[src/design/mdiou_regs.svh]
`ifndef MDIOU_REGS_SVH
`define MDIOU_REGS_SVH

// ---------------------------------------------------------------
// Register byte offsets.
// ---------------------------------------------------------------
`define MDIOU_DEB_LO 8'h00
`define MDIOU_DEB_HI 8'h04
`define MDIOU_LINK 8'h08
`define MDIOU_SYNC 8'h0C
`define MDIOU_RMODE 8'h10
`define MDIOU_REMOTE 8'h14
`define MDIOU_PWIDTH 8'h18
`define MDIOU_BMUL 8'h1C
`define MDIOU_STATUS 8'h20
`define MDIOU_CNT_SEL 3'h2
`define MDIOU_BILL_SEL 3'h3

// ---------------------------------------------------------------
// Field positions.
// ---------------------------------------------------------------
`define MDIOU_LINK_BILL 0
`define MDIOU_LINK_CNT 8
`define MDIOU_LINK_FLT 16
`define MDIOU_LINK_FLTEXT 24
`define MDIOU_SYNC_DSEL 0
`define MDIOU_SYNC_DEN 3
`define MDIOU_SYNC_CSEL 4
`define MDIOU_SYNC_CEN 7
`define MDIOU_SYNC_TEN 8
`define MDIOU_SYNC_TBASE 9
`define MDIOU_SYNC_PRES 12
`define MDIOU_RM_MODE 0
`define MDIOU_RM_INV 2
`define MDIOU_RM_SRC 3
`define MDIOU_REM_REL 4

// ---------------------------------------------------------------
// Reset values.
// ---------------------------------------------------------------
`define MDIOU_DEB_RST 32'h0A0A_0A0A
`define MDIOU_PWIDTH_RST 32'h0000_0A0A
`define MDIOU_BMUL_RST 32'h0000_0001

// ---------------------------------------------------------------
// Timing.
// ---------------------------------------------------------------
`define MDIOU_CLK_PERIOD_NS 50
`define MDIOU_MS_NS 1000000
`define MDIOU_DEB_MIN 7'h01
`define MDIOU_DEB_MAX 7'h64

`endif

[src/design/mdiou_pkg.sv]
`default_nettype none

package mdiou_pkg;

   // Relay operating modes, in register encoding order.
   typedef enum logic [1:0] {
      MDIOU_LATCHED,
      MDIOU_UNLATCHED,
      MDIOU_PULSE,
      MDIOU_TOGGLE
   } mdiou_mode_e;

   // What operates a relay.
   typedef enum logic [1:0] {
      MDIOU_SRC_SETPOINT,
      MDIOU_SRC_REMOTE,
      MDIOU_SRC_PULSE,
      MDIOU_SRC_TARIFF
   } mdiou_src_e;

endpackage

`default_nettype wire

[src/design/mdiou_debounce.sv]
`timescale 1ns/10ps
`default_nettype none
`include "mdiou_regs.svh"

module mdiou_debounce
   import mdiou_pkg::*;
(
   input wire logic clk,
   input wire logic rstn,
   input wire logic sample,
   input wire logic ms_tick,
   input wire logic din,
   input wire logic [6:0] deb_ms,
   output logic dout
);

   typedef struct packed {
      logic samp;
      logic state;
      logic [6:0] cnt;
   } mdiou_deb_s;

   mdiou_deb_s r, r_nxt;
   logic [6:0] lim;

   // ------------------------------------------------------------
   // Settling filter.
   // ------------------------------------------------------------
   // Out of range settings are clamped so the filter never hangs.
   always_comb begin
      lim = deb_ms;
      if (deb_ms < `MDIOU_DEB_MIN) begin
         lim = `MDIOU_DEB_MIN;
      end else if (deb_ms > `MDIOU_DEB_MAX) begin
         lim = `MDIOU_DEB_MAX;
      end
      r_nxt = r;
      if (sample) begin
         r_nxt.samp = din;
      end
      // A sample that returns to the held level restarts the wait.
      if (r.samp == r.state) begin
         r_nxt.cnt = 7'h00;
      end else if (ms_tick) begin
         if (7'(r.cnt + 7'h01) >= lim) begin
            r_nxt.state = r.samp;
            r_nxt.cnt = 7'h00;
         end else begin
            r_nxt.cnt = 7'(r.cnt + 7'h01);
         end
      end
   end

   // State register.
   always_ff @(posedge clk or negedge rstn) begin
      if (!rstn) begin
         r <= '0;
      end else begin
         r <= r_nxt;
      end
   end

   assign dout = r.state;

endmodule // mdiou_debounce

`default_nettype wire

[src/design/mdiou_relay.sv]
`timescale 1ns/10ps
`default_nettype none

module mdiou_relay
   import mdiou_pkg::*;
(
   input wire logic clk,
   input wire logic rstn,
   input wire logic hc_tick,
   input wire logic enable,
   input wire mdiou_mode_e mode,
   input wire logic invert,
   input wire logic trig,
   input wire logic ev,
   input wire logic release_cmd,
   input wire logic [7:0] width,
   output logic coil,
   output logic active
);

   typedef struct packed {
      logic act;
      logic tpre;
      logic ev_p;
      logic rel_p;
      logic [7:0] cnt;
      logic coil;
   } mdiou_rly_s;

   mdiou_rly_s r, r_nxt;
   logic ev_now;
   logic rel_now;

   // ------------------------------------------------------------
   // Half-cycle relay update.
   // ------------------------------------------------------------
   // Events between ticks are held pending, so a pulse that lands
   // on the tick itself still counts in that update.
   always_comb begin
      r_nxt = r;
      ev_now = r.ev_p | ev;
      rel_now = r.rel_p | release_cmd;
      r_nxt.ev_p = ev_now;
      r_nxt.rel_p = rel_now;
      if (hc_tick) begin
         r_nxt.ev_p = 1'b0;
         r_nxt.rel_p = 1'b0;
         r_nxt.tpre = trig;
         case (mode)
            MDIOU_LATCHED: begin
               if (trig) begin
                  r_nxt.act = 1'b1;
               end else if (rel_now) begin
                  r_nxt.act = 1'b0;
               end
            end
            MDIOU_UNLATCHED: begin
               r_nxt.act = trig;
            end
            MDIOU_PULSE: begin
               if ((trig & ~r.tpre) | ev_now) begin
                  r_nxt.act = 1'b1;
                  r_nxt.cnt = width;
               end else if (r.cnt > 8'h01) begin
                  r_nxt.cnt = 8'(r.cnt - 8'h01);
               end else begin
                  r_nxt.cnt = 8'h00;
                  r_nxt.act = 1'b0;
               end
            end
            default: begin
               if (ev_now) begin
                  r_nxt.act = ~r.act;
               end
            end
         endcase
         if (!enable) begin
            r_nxt.act = 1'b0;
            r_nxt.cnt = 8'h00;
         end
         // Failsafe drive: the coil rests energized when inverted.
         r_nxt.coil = r_nxt.act ^ invert;
      end
   end

   // State register.
   always_ff @(posedge clk or negedge rstn) begin
      if (!rstn) begin
         r <= '0;
      end else begin
         r <= r_nxt;
      end
   end

   assign coil = r.coil;
   assign active = r.act;

endmodule // mdiou_relay

`default_nettype wire

[src/design/mdiou_unit.sv]
// Functional notes
// - Eight inputs: four fast internal plus two per plug-in module, two modules.
// - Fast inputs sampled every millisecond, module inputs every half cycle.
// - Each input has its own debounce time of 1 to 100 ms.
// - Module input lamp lights while its input terminals are shorted.
// - Module relay lamp lights while its normally open contacts are closed.
// - Up to four relays, two on each of two plug-in modules.
// - Relay outputs are recomputed and applied once per half cycle.
// - Each relay: latched, unlatched, pulse or three-wire toggle mode.
// - Inverted relay coil energized when inactive, released when operated.
// - Relay driven by setpoint, remote command or internal pulse source.
// - One input may feed several functions at the same time.
// - Billing-linked input adds its pulses times a multiplier.
// - Counter-linked input increments its counter per accepted pulse.
// - Debounced input state is offered to setpoints as triggers.
// - Fault trigger needs input link and external trigger enable both.
// - Demand sync input marks start of a new demand interval.
// - Tariff number taken from code on selected tariff inputs.
// - Tariff change makes a programmable-width pulse on tariff relays.
//
// Decided for this implementation: the register offsets and the Avalon-MM interface to the registers.
`timescale 1ns/10ps
`default_nettype none
`include "mdiou_regs.svh"

module mdiou_unit
   import mdiou_pkg::*;
#(
   parameter int MS_CYCLES = `MDIOU_MS_NS / `MDIOU_CLK_PERIOD_NS
)
(
   input wire logic clk,
   input wire logic rstn,
   input wire logic [7:0] avs_address,
   input wire logic avs_read,
   input wire logic avs_write,
   input wire logic [31:0] avs_writedata,
   input wire logic [3:0] avs_byteenable,
   output logic [31:0] avs_readdata,
   output logic avs_waitrequest,
   input wire logic [3:0] fast_in,
   input wire logic [3:0] exp_in,
   input wire logic half_cycle_tick,
   input wire logic [3:0] setpoint_req,
   input wire logic [3:0] energy_pulse,
   output logic [3:0] relay_coil,
   output logic [1:0] module_input_lamp_a,
   output logic [1:0] module_input_lamp_b,
   output logic [1:0] module_relay_lamp_a,
   output logic [1:0] module_relay_lamp_b,
   output logic [7:0] input_state,
   output logic fault_trigger,
   output logic demand_sync,
   output logic clock_sync,
   output logic [2:0] tariff_num,
   output logic tariff_change
);

   // ------------------------------------------------------------
   // State.
   // ------------------------------------------------------------
   typedef struct packed {
      logic [7:0] s1;
      logic [7:0] s2;

      logic [14:0] ms_cnt;
      logic ms_tick;

      logic ack;
      logic [31:0] rdata;

      logic [31:0] deb_lo;
      logic [31:0] deb_hi;

      logic [31:0] link;
      logic [31:0] sync;
      logic [31:0] rmode;
      logic [31:0] pwidth;
      logic [31:0] bmul;

      logic [3:0] remote;
      logic [3:0] rel;

      logic [7:0] prev;
      logic [2:0] tariff;
      logic tchg;

      logic fault;
      logic dsync;
      logic csync;

      logic [7:0][15:0] cnt;
      logic [7:0][31:0] bill;
   } mdiou_unit_s;

   mdiou_unit_s r, r_nxt;
   logic [7:0] deb;
   logic [7:0] rise;
   logic [3:0] act;

   logic [1:0] present;
   logic [63:0] deb_cfg;
   logic [2:0] tcode;
   logic [2:0] tbase;
   logic [2:0] dsel;
   logic [2:0] csel;

   // Byte-lane merge for register writes.
   function automatic logic [31:0] merge(
      input logic [31:0] old,
      input logic [31:0] wd,
      input logic [3:0] be
   );
      logic [31:0] res;

      res = old;
      for (int b = 0; b < 4; b++) begin
         if (be[b]) begin
            res[8*b +: 8] = wd[8*b +: 8];
         end
      end
      return res;
   endfunction

   // Configuration fields used by several processes.
   assign present = r.sync[`MDIOU_SYNC_PRES +: 2];

   assign deb_cfg = {r.deb_hi, r.deb_lo};
   assign tbase = r.sync[`MDIOU_SYNC_TBASE +: 3];
   assign dsel = r.sync[`MDIOU_SYNC_DSEL +: 3];
   assign csel = r.sync[`MDIOU_SYNC_CSEL +: 3];

   // ------------------------------------------------------------
   // Input filters.
   // ------------------------------------------------------------
   // Inputs 0-3 are the fast internal ones on the millisecond
   // tick; 4-5 and 6-7 belong to plug-in modules 0 and 1 and are
   // only sampled on the half-cycle tick while fitted.
   for (genvar i = 0; i < 8; i++) begin : g_in
      logic samp;

      if (i < 4) begin : g_fast
         assign samp = r.ms_tick;
      end else begin : g_exp
         assign samp = half_cycle_tick & present[(i - 4) / 2];
      end
      mdiou_debounce u_deb (
         .clk(clk),
         .rstn(rstn),
         .sample(samp),
         .ms_tick(r.ms_tick),
         .din(r.s2[i]),
         .deb_ms(deb_cfg[8*i +: 7]),
         .dout(deb[i])
      );
   end

   // Activation edges, shared by every input function but the tariff code, which reads levels.
   assign rise = deb & ~r.prev;

   // ------------------------------------------------------------
   // Relay channels.
   // ------------------------------------------------------------
   for (genvar k = 0; k < 4; k++) begin : g_rly
      mdiou_src_e src;
      logic trig;
      logic ev;

      assign src = mdiou_src_e'(r.rmode[8*k + `MDIOU_RM_SRC +: 2]);

      // Level sources operate, event sources pulse or toggle.
      assign trig = (src == MDIOU_SRC_SETPOINT) ? setpoint_req[k] :
                    (src == MDIOU_SRC_REMOTE) ? r.remote[k] : 1'b0;
      assign ev = (src == MDIOU_SRC_PULSE) ? energy_pulse[k] :
                  (src == MDIOU_SRC_TARIFF) ? r.tchg : 1'b0;
      // Module absent forces the relay inactive.
      mdiou_relay u_rly (
         .clk(clk),
         .rstn(rstn),
         .hc_tick(half_cycle_tick),
         .enable(present[k / 2]),
         .mode(mdiou_mode_e'(r.rmode[8*k + `MDIOU_RM_MODE +: 2])),
         .invert(r.rmode[8*k + `MDIOU_RM_INV]),
         .trig(trig),
         .ev(ev),
         .release_cmd(r.rel[k]),
         .width((src == MDIOU_SRC_TARIFF) ? r.pwidth[15:8] : r.pwidth[7:0]),
         .coil(relay_coil[k]),
         .active(act[k])
      );
   end

   // ------------------------------------------------------------
   // Next-state logic.
   // ------------------------------------------------------------
   always_comb begin
      r_nxt = r;

      // Pins pass two flops before anything looks at them.
      r_nxt.s1 = {exp_in, fast_in};
      r_nxt.s2 = r.s1;

      // Millisecond tick divider.
      r_nxt.ms_tick = 1'b0;

      if (r.ms_cnt == 15'(MS_CYCLES - 1)) begin
         r_nxt.ms_cnt = 15'h0000;
         r_nxt.ms_tick = 1'b1;
      end else begin
         r_nxt.ms_cnt = 15'(r.ms_cnt + 15'h0001);
      end

      // Bus answer: one wait cycle, then the request completes.
      r_nxt.ack = (avs_read | avs_write) & ~r.ack;
      r_nxt.rel = 4'h0;
      if (avs_read & ~r.ack) begin
         r_nxt.rdata = 32'h0000_0000;

         if (avs_address == `MDIOU_DEB_LO) begin
            r_nxt.rdata = r.deb_lo;
         end else if (avs_address == `MDIOU_DEB_HI) begin
            r_nxt.rdata = r.deb_hi;
         end else if (avs_address == `MDIOU_LINK) begin
            r_nxt.rdata = r.link;
         end else if (avs_address == `MDIOU_SYNC) begin
            r_nxt.rdata = r.sync;
         end else if (avs_address == `MDIOU_RMODE) begin
            r_nxt.rdata = r.rmode;
         end else if (avs_address == `MDIOU_REMOTE) begin
            r_nxt.rdata = {28'h000_0000, r.remote};
         end else if (avs_address == `MDIOU_PWIDTH) begin
            r_nxt.rdata = r.pwidth;
         end else if (avs_address == `MDIOU_BMUL) begin
            r_nxt.rdata = r.bmul;
         end else if (avs_address == `MDIOU_STATUS) begin
            r_nxt.rdata = {9'h000, r.tariff, act, r.s2, deb};
         end else if (avs_address[7:5] == `MDIOU_CNT_SEL) begin
            r_nxt.rdata = {16'h0000, r.cnt[avs_address[4:2]]};
         end else if (avs_address[7:5] == `MDIOU_BILL_SEL) begin
            r_nxt.rdata = r.bill[avs_address[4:2]];
         end
      end

      // Writes land on the cycle waitrequest is low.
      if (avs_write & r.ack) begin
         if (avs_address == `MDIOU_DEB_LO) begin
            r_nxt.deb_lo = merge(r.deb_lo, avs_writedata, avs_byteenable);
         end else if (avs_address == `MDIOU_DEB_HI) begin
            r_nxt.deb_hi = merge(r.deb_hi, avs_writedata, avs_byteenable);
         end else if (avs_address == `MDIOU_LINK) begin
            r_nxt.link = merge(r.link, avs_writedata, avs_byteenable);
         end else if (avs_address == `MDIOU_SYNC) begin
            r_nxt.sync = merge(r.sync, avs_writedata, avs_byteenable);
         end else if (avs_address == `MDIOU_RMODE) begin
            r_nxt.rmode = merge(r.rmode, avs_writedata, avs_byteenable);
         end else if (avs_address == `MDIOU_REMOTE) begin
            if (avs_byteenable[0]) begin
               r_nxt.remote = avs_writedata[3:0];
               r_nxt.rel = avs_writedata[`MDIOU_REM_REL +: 4];
            end
         end else if (avs_address == `MDIOU_PWIDTH) begin
            r_nxt.pwidth = merge(r.pwidth, avs_writedata, avs_byteenable);
         end else if (avs_address == `MDIOU_BMUL) begin
            r_nxt.bmul = merge(r.bmul, avs_writedata, avs_byteenable);
         end
      end

      // Billing, counter, fault and sync functions see the same edge independently.
      r_nxt.prev = deb;

      for (int i = 0; i < 8; i++) begin
         if (rise[i] & r.link[`MDIOU_LINK_BILL + i]) begin
            r_nxt.bill[i] = r.bill[i] + {16'h0000, r.bmul[15:0]};
         end
         if (rise[i] & r.link[`MDIOU_LINK_CNT + i]) begin
            r_nxt.cnt[i] = 16'(r.cnt[i] + 16'h0001);
         end
      end

      // Fault recorder needs both the link and the global enable.
      r_nxt.fault = r.link[`MDIOU_LINK_FLTEXT] &
                    |(rise & r.link[`MDIOU_LINK_FLT +: 8]);

      r_nxt.dsync = r.sync[`MDIOU_SYNC_DEN] & rise[dsel];

      // One pulse per minute is trusted to come from the master.
      r_nxt.csync = r.sync[`MDIOU_SYNC_CEN] & rise[csel];

      // Tariff code from three inputs starting at the base input.
      for (int t = 0; t < 3; t++) begin
         tcode[t] = deb[3'(tbase + 3'(t))];
      end

      r_nxt.tchg = 1'b0;
      if (r.sync[`MDIOU_SYNC_TEN] && tcode != r.tariff) begin
         r_nxt.tariff = tcode;
         r_nxt.tchg = 1'b1;
      end
   end

   // ------------------------------------------------------------
   // State register.
   // ------------------------------------------------------------
   always_ff @(posedge clk or negedge rstn) begin
      if (!rstn) begin
         r <= '0;
         r.deb_lo <= `MDIOU_DEB_RST;
         r.deb_hi <= `MDIOU_DEB_RST;
         r.pwidth <= `MDIOU_PWIDTH_RST;
         r.bmul <= `MDIOU_BMUL_RST;
      end else begin
         r <= r_nxt;
      end
   end

   // ------------------------------------------------------------
   // Outputs.
   // ------------------------------------------------------------
   assign avs_waitrequest = (avs_read | avs_write) & ~r.ack;
   assign avs_readdata = r.rdata;

   // Input lamps follow the terminals, unfiltered, like a real LED.
   assign module_input_lamp_a = {r.s2[6], r.s2[4]} & present;
   assign module_input_lamp_b = {r.s2[7], r.s2[5]} & present;

   // The normally open contacts close while the coil is energized.
   assign module_relay_lamp_a = {relay_coil[2], relay_coil[0]};
   assign module_relay_lamp_b = {relay_coil[3], relay_coil[1]};

   // Filtered state and one-cycle event pulses.
   assign input_state = deb;
   assign fault_trigger = r.fault;
   assign demand_sync = r.dsync;
   assign clock_sync = r.csync;
   assign tariff_num = r.tariff;
   assign tariff_change = r.tchg;

endmodule // mdiou_unit

`default_nettype wire

[config.mk]
export PLATFORM = sky130hd
export DESIGN_NAME = mdiou_unit
export DESIGN_NICKNAME = d
export VERILOG_FILES = /design/src/design/mdiou_pkg.sv /design/src/design/mdiou_debounce.sv /design/src/design/mdiou_relay.sv /design/src/design/mdiou_unit.sv
export VERILOG_INCLUDE_DIRS = /design/src /design/src/design
export SDC_FILE = /design/constraint.sdc
export NUM_CORES = 2
export LEC_CHECK = 0
export ABC_AREA = 1
export BUFFER_PORTS_ARGS = -buffer_cell sky130_fd_sc_hd__buf_2
export CAP_MARGIN = 20
export CORE_UTILIZATION = 65
export CTS_CLUSTER_SIZE = 10
export DETAILED_ROUTE_END_ITERATION = 6
export GPL_TIMING_DRIVEN = 0
export PLACE_DENSITY = 0.82
export SLEW_MARGIN = 20
export SYNTH_ARGS = -nofsm -noshare
export SYNTH_HDL_FRONTEND = slang
export SYNTH_SLANG_ARGS = --single-unit
[constraint.sdc]
create_clock -name clk -period 3.9 [get_ports clk]
set_clock_uncertainty 0.1 [all_clocks]
set_input_delay 0.195 -clock clk [delete_from_list [all_inputs] [get_ports clk]]
set_output_delay 0.195 -clock clk [all_outputs]
set_load 0.1 [all_outputs]
Word level (Yosys, flattened, before mapping)
Index checks and enable logic that the tools add are counted.
Widths: inputs -> output; s select.
{"block": "totals", "rom_bits": 0, "out_inout_bits": 60, "regBits": 820, "latch_bits": 0, "mem_count": 0, "ram_bits": 0, "elab_cells": 497}
{"block": "classes", "n_bitwise": 74, "order_cmp": 34, "add_sub_neg": 31, "mux": 148, "div_mod_pow": 0, "n_eq_ne": 44, "shifts": 0, "reduce_logical": 60, "multipliers": 0}
{"cell": "$mux 32", "count": 12}
{"cell": "$mux 7", "count": 40}
{"cell": "$add 32x16->32", "count": 8}
{"cell": "$mux 8", "count": 20}
{"cell": "$add 16x1->16 const B", "count": 8}
{"cell": "$bmux 32 s3", "count": 1}
{"cell": "$add 7x1->7 const B", "count": 8}
{"cell": "$ge 7x7->1", "count": 8}
{"cell": "$gt 7x7->1 const B", "count": 8}
{"cell": "$lt 7x1->1 const B", "count": 8}
{"cell": "$mux 1", "count": 51}
{"cell": "$bmux 16 s3", "count": 1}
{"cell": "$mux 11", "count": 4}
{"cell": "$reduce_and 10->1", "count": 4}
{"cell": "$reduce_and 3->1", "count": 12}
{"cell": "$reduce_and 9->1", "count": 4}
{"cell": "$eq 8x5->1 const B", "count": 4}
{"cell": "$gt 8x1->1 const B", "count": 4}
{"cell": "$mux 4", "count": 8}
{"cell": "$sub 8x1->8 const B", "count": 4}
{"cell": "$and 1x1->1", "count": 28}
{"cell": "$reduce_and 7->1", "count": 4}
{"cell": "$eq 2x2->1 const B", "count": 12}
{"cell": "$lt 3x4->1 const B", "count": 6}
{"cell": "other kinds (32)", "count": 124}

Logic depth before layout (Yosys ltp)
{"block": "depth", "word_depth": 13, "mapped_depth": 16, "depth_no_buf": 16}

By module
A second synthesis with hierarchy kept.
{"block": "hier_totals", "hier_cells": 6715, "area_unflattened_um2": 50642.3}
{"module": "mdiou_unit", "cells_per_inst": 5319, "area_per_inst_um2": 41168.2, "instances": 1}
{"module": "mdiou_debounce", "cells_per_inst": 109, "area_per_inst_um2": 730.7, "instances": 8}
{"module": "mdiou_relay", "cells_per_inst": 131, "area_per_inst_um2": 907.1, "instances": 4}

Worst setup path before layout
OpenSTA, ideal clock, no wires.
{"block": "synth_path", "path_type": "flip-flop to flip-flop", "start": "register r[408] (netlist bit)", "end": "register r[26] (netlist bit)", "arrival_time_ns": 2.432, "path_buffers": 0, "path_stages_with_launch": 13, "required_ns": 3.677, "setup_slack_ns": 1.245, "synth_period_minus_slack_ns": 2.655, "path_cell_list": "dfrtp_1 > inv_1 > fa_1 > nand3b_1 > nand2_1 > inv_1 > o21bai_1 > nand3_1 > nand2_1 > nand2_1 > a21oi_1 > nand3_1 > xor2_1"}
{"block": "synth_via", "elab_chain_cells": 1}
{"element": "start: declaration", "line_no": "mdiou_unit.sv:96", "text": "mdiou_unit_s r, r_nxt;"}
{"element": "start signal: assignment", "line_no": "mdiou_unit.sv:312", "text": "r <= r_nxt;"}
{"element": "$add 32x16->32", "line_no": "mdiou_unit.sv:273", "text": "r_nxt.bill[i] = r.bill[i] + {16'h0000, r.bmul[15:0]};"}
No other way between the ends.
A chain may end at the register's enable or synchronous reset.

Worst setup path in the final report
{"block": "layout_path", "start": "register r[407] (netlist bit)", "end": "register r[216] (netlist bit)"}
The elaborated chain is that of the path after synthesis.

==> results.yml <==
pwr:
  leakage_nw: 26.3
  p_per_area_nw_per_um2: 340
  vdd_drop_max_v: 0.000363
drt:
  routed_wl_mm: 169
  wl_per_cell_um: 22.2
  antenna_left: 0
  highest_layer: "met4"
  first_iter_violations: 6234
  vias: 47100
  drc_errors: 12
  routed-wl-met3_mm: 21.0
  met1Wirelength_mm: 66.9
  met2_length_mm: 71.3
  first_pass_iters: 7
  via_per_inst: 6.20
synth:
  synth_simple_gate_area_frac: 0.251
  muxShareOfSynthArea: 0.00155
  synth_edf_count: 0
  yosys_warnings: 0
  synth_adder_area_share: 0.0568
  avgSynthCellArea_um2: 7.81
  synth_cell_types: 70
  synthCells: 6286
  synth_area_um2: 49100
  syn_nets: 6569
  synth-xor-area-share: 0.0635
  synth-main-ff-cell: "dfrtp_1"
  synth_top_family_by_area: "simple AND/OR/NAND/NOR gates"
  synthArstFlopShare: 1.00
  synth_compound_area_frac: 0.132
  seq_area_frac_synth: 0.418
  synth-seq-cells: 820
die:
  die_area_um2: 76600
  die_height_um: 277
  core_area_um2: 74600
  io_pins: 125
  die_w_um: 277
  initial_utilization: 0.658
  rows: 100
placement:
  detailed_place_hpwl_mm: 126
  port-buffer-count: 121
  place_area_um2: 51100
  gp_congestion: 1.08
  placedCellCount: 7383
grt:
  antenna_found_initial: 6
  grt_pass1_vias: 44600
  grt_pass1_wl_mm: 258
  grt_use_total: 0.438
  grt_max_degree: 136
  gr-total-overflow: 0
job:
  cap_viol_max_count: 0
worst_setup_path:
  reg2reg_slack_ps: 310
  cp.required_ps: 4340
  crit_top_cell: "nand2_1"
  r2r_start: "r[407]"
  rr_endpoint: "r[216]"
  rr_worst_depth: 13
  cp.arrival_ps: 4040
  cp_max_fo: 10
  slowest_delay_ps: 780
  crit_end: "r[216]"
  path_cells: "ha_1 -> inv_1 -> fa_1 -> nand3b_1 -> a21oi_1 -> nor2_1 -> o21ai_1 -> nand2_1 -> nand2_1 -> nand2_1 -> nor2_2 -> nand2_1 -> xor2_1"
  crit_type: "register to register"
  startpoint: "r[407]"
  slowest_stage: "dfstp_2"
  cp-start-kind: "register"
  endpoint_kind: "register"
hold_path:
  hold_class: "primary input to async pin"
layout:
  nets: 6855
  register_area_um2: 20500
  fillers: 5880
  fin_cells: 7596
  final_cell_area_um2: 54500
  layout-drive-gt1-share: 0.0806
  multi_input_area_um2: 24800
  area_delta_synth_final_pct: 11.1
  fin_util: 0.731
clock_tree:
  cts_sinks: 820
  clkTransAtPathRegs_ps: 50
  htree_levels: 3
  clk_latency_ps: 680
  cts_root_buf: "clkbuf_16"
  cts_tree: "done"
  cts_buffers: 95
  clock_path_buffers: 3
sta:
  final-setup-viol-count: 0
  rsz0062_at_grt: "no"
  finalHoldViolations: 0
  fmax_mhz: 278
  period_share: 0.921
  worst_pin_slew_ps: 1340
  min_period_ps: 3590
  max_slew_margin: 0.102
  slew_viol_final: 0
run_status:
  outcome: "finished with violations"
  violations: "design-rule violations"
## repair_timing
item / in CTS / in global routing
hold buffers: 58 / 0
endpoints found under the hold margin: 610 / 0
buffers inserted: 3 / 0
setup endpoints to repair: 6 / 6
gates resized for setup: 1 / 1
## final cells by class
cell class                 instances  share of cell area
inverter                         686              0.0474
clock buffer                     146              0.0496
sequential                       820               0.377
timing repair buffer             189              0.0262
antenna                            1           0.0000459
buffer                           221              0.0216
clock inverter                     5             0.00172
multi-input combinational       4559               0.455
tap                              969              0.0222
## stage by stage
stage | power (W) | TNS [ps] | hold slack [ps] | setup slack [ps]
after global routing | 0.0189 | 0 | 56.0 | 174
after detailed placement | 0.0102 | -757 | -15.1 | -195
after CTS | 0.0185 | 0 | 1.18 | 217
final | 0.0185 | 0 | 28.5 | 307
after floorplan | 0.00957 | 0 | -201 | 1250
after global placement | 0.0101 | - | 203 | -15130
## flip-flops by register name, indices dropped and copies added, names as in the netlist, 2 cells and up
| name | flops |
|---|---|
| avs_readdata | 32 |
| csel | 3 |
| deb_cfg | 64 |
| dsel | 3 |
| g_in.u_deb.dout | 8 |
| g_in.u_deb.r | 64 |
| g_rly.src | 8 |
| g_rly.u_rly.active | 4 |
| g_rly.u_rly.coil | 4 |
| g_rly.u_rly.r | 44 |
| present | 2 |
| r | 576 |
| tariff_num | 3 |
## cell families after synthesis
logic type      after synthesis
mux                           7
compound gates             1159
flops                       820
fa+ha+maj                   218
xor+xnor                    356
simple gates               2819
buf+inv                     907
## cell usage after synthesis (11+ instances only)
master / number / area (um2)
nand2_1: 1651 / 6200
dfrtp_1: 799 / 20000
inv_1: 663 / 2490
o21ai_0: 436 / 2180
nor2_1: 390 / 1460
nand3_1: 370 / 1850
a21oi_1: 309 / 1550
xor2_1: 252 / 2210
ha_1: 210 / 2630
nand4_1: 152 / 951
o21ai_1: 136 / 681
xnor2_1: 104 / 911
clkbuf_1: 90 / 338
nor3_1: 84 / 420
buf_4: 67 / 503
buf_2: 52 / 260
o22ai_1: 42 / 263
a31oi_1: 37 / 231
a221oi_1: 31 / 272
o211ai_1: 30 / 225
nor4_1: 29 / 181
or2_2: 25 / 156
dfstp_2: 21 / 552
a22oi_1: 20 / 150
nand2_2: 20 / 125
inv_2: 19 / 71.3
o21a_1: 17 / 128
nor2_2: 16 / 100
o32ai_1: 16 / 140
a21o_1: 15 / 113
nand3_2: 14 / 140
nand3b_1: 14 / 105
nor2_4: 14 / 158
o31ai_1: 14 / 105
o21bai_1: 12 / 90.1
a211oi_1: 11 / 82.6
o2111ai_1: 11 / 96.3
## worst min path at each step
| stage | from | to | slack [ps] | cells past startpoint |
|---|---|---|---|---|
| final | rstn | r[281] | 30 | 3 |
| after global routing | rstn | r[281] | 60 | 3 |
| after CTS | avs_writedata[3] | deb_cfg[35] | 1 | 3 |
| after detailed placement | rstn | r[284] | -20 | 1 |
| after global placement | fast_in[3] | r[691] | 200 | 1 |
| after floorplan | rstn | avs_readdata[0] | -200 | 0 |
## per-layer routing
| layer | vias up | GRT usage |
|---|---|---|
| met5 | - | 0 |
| met4 | 0 | 0.215 |
| met3 | 603 | 0.124 |
| met2 | 2792 | 0.643 |
| met1 | 22400 | 0.598 |
| li1 | 21400 | - |
## placed cells by master (no fill, tap or decap), types with 12 or more instances in the layout
| cell | n |
|---|---|
| nor2_4 | 14 |
| dlygate4sd3_1 | 57 |
| buf_4 | 70 |
| nand3b_1 | 14 |
| xor2_1 | 252 |
| nor2_2 | 16 |
| nor3_1 | 84 |
| o32ai_1 | 16 |
| nand4_1 | 152 |
| a22oi_1 | 20 |
| nand2_1 | 1651 |
| nand3_2 | 14 |
| nand2_2 | 20 |
| clkbuf_1 | 131 |
| xnor2_1 | 104 |
| or2_2 | 25 |
| nor4_1 | 29 |
| inv_2 | 19 |
| buf_2 | 172 |
| clkbuf_16 | 98 |
| a31oi_1 | 37 |
| o21ai_0 | 436 |
| o21ai_1 | 136 |
| inv_1 | 662 |
| o211ai_1 | 30 |
| o31ai_1 | 14 |
| ha_1 | 210 |
| a21oi_1 | 309 |
| dfstp_2 | 21 |
| dfrtp_1 | 798 |
| nor2_1 | 390 |
| a221oi_1 | 31 |
| o21bai_1 | 12 |
| a21o_1 | 15 |
| o22ai_1 | 42 |
| nand3_1 | 370 |
| o21a_1 | 17 |
## where the power goes
part / switching [W] / internal, W / total, W
sequential: 0.000108 / 0.00860 / 0.00871
combinational: 0.00108 / 0.000337 / 0.00142
clock: 0.00367 / 0.00473 / 0.00840
## worst max-delay path: cells and delay by family (launching register included)
kind | cells | cell delay (ps)
AOI/OAI and AO/OA | 2 | 410
xor gates and xnor gates | 1 | 160
adders and majority gates | 2 | 660
buffers and inverters | 1 | 60
DFF | 1 | 780
and+or+nand+nor | 7 | 1300
(Power assumes the default switching activity.)
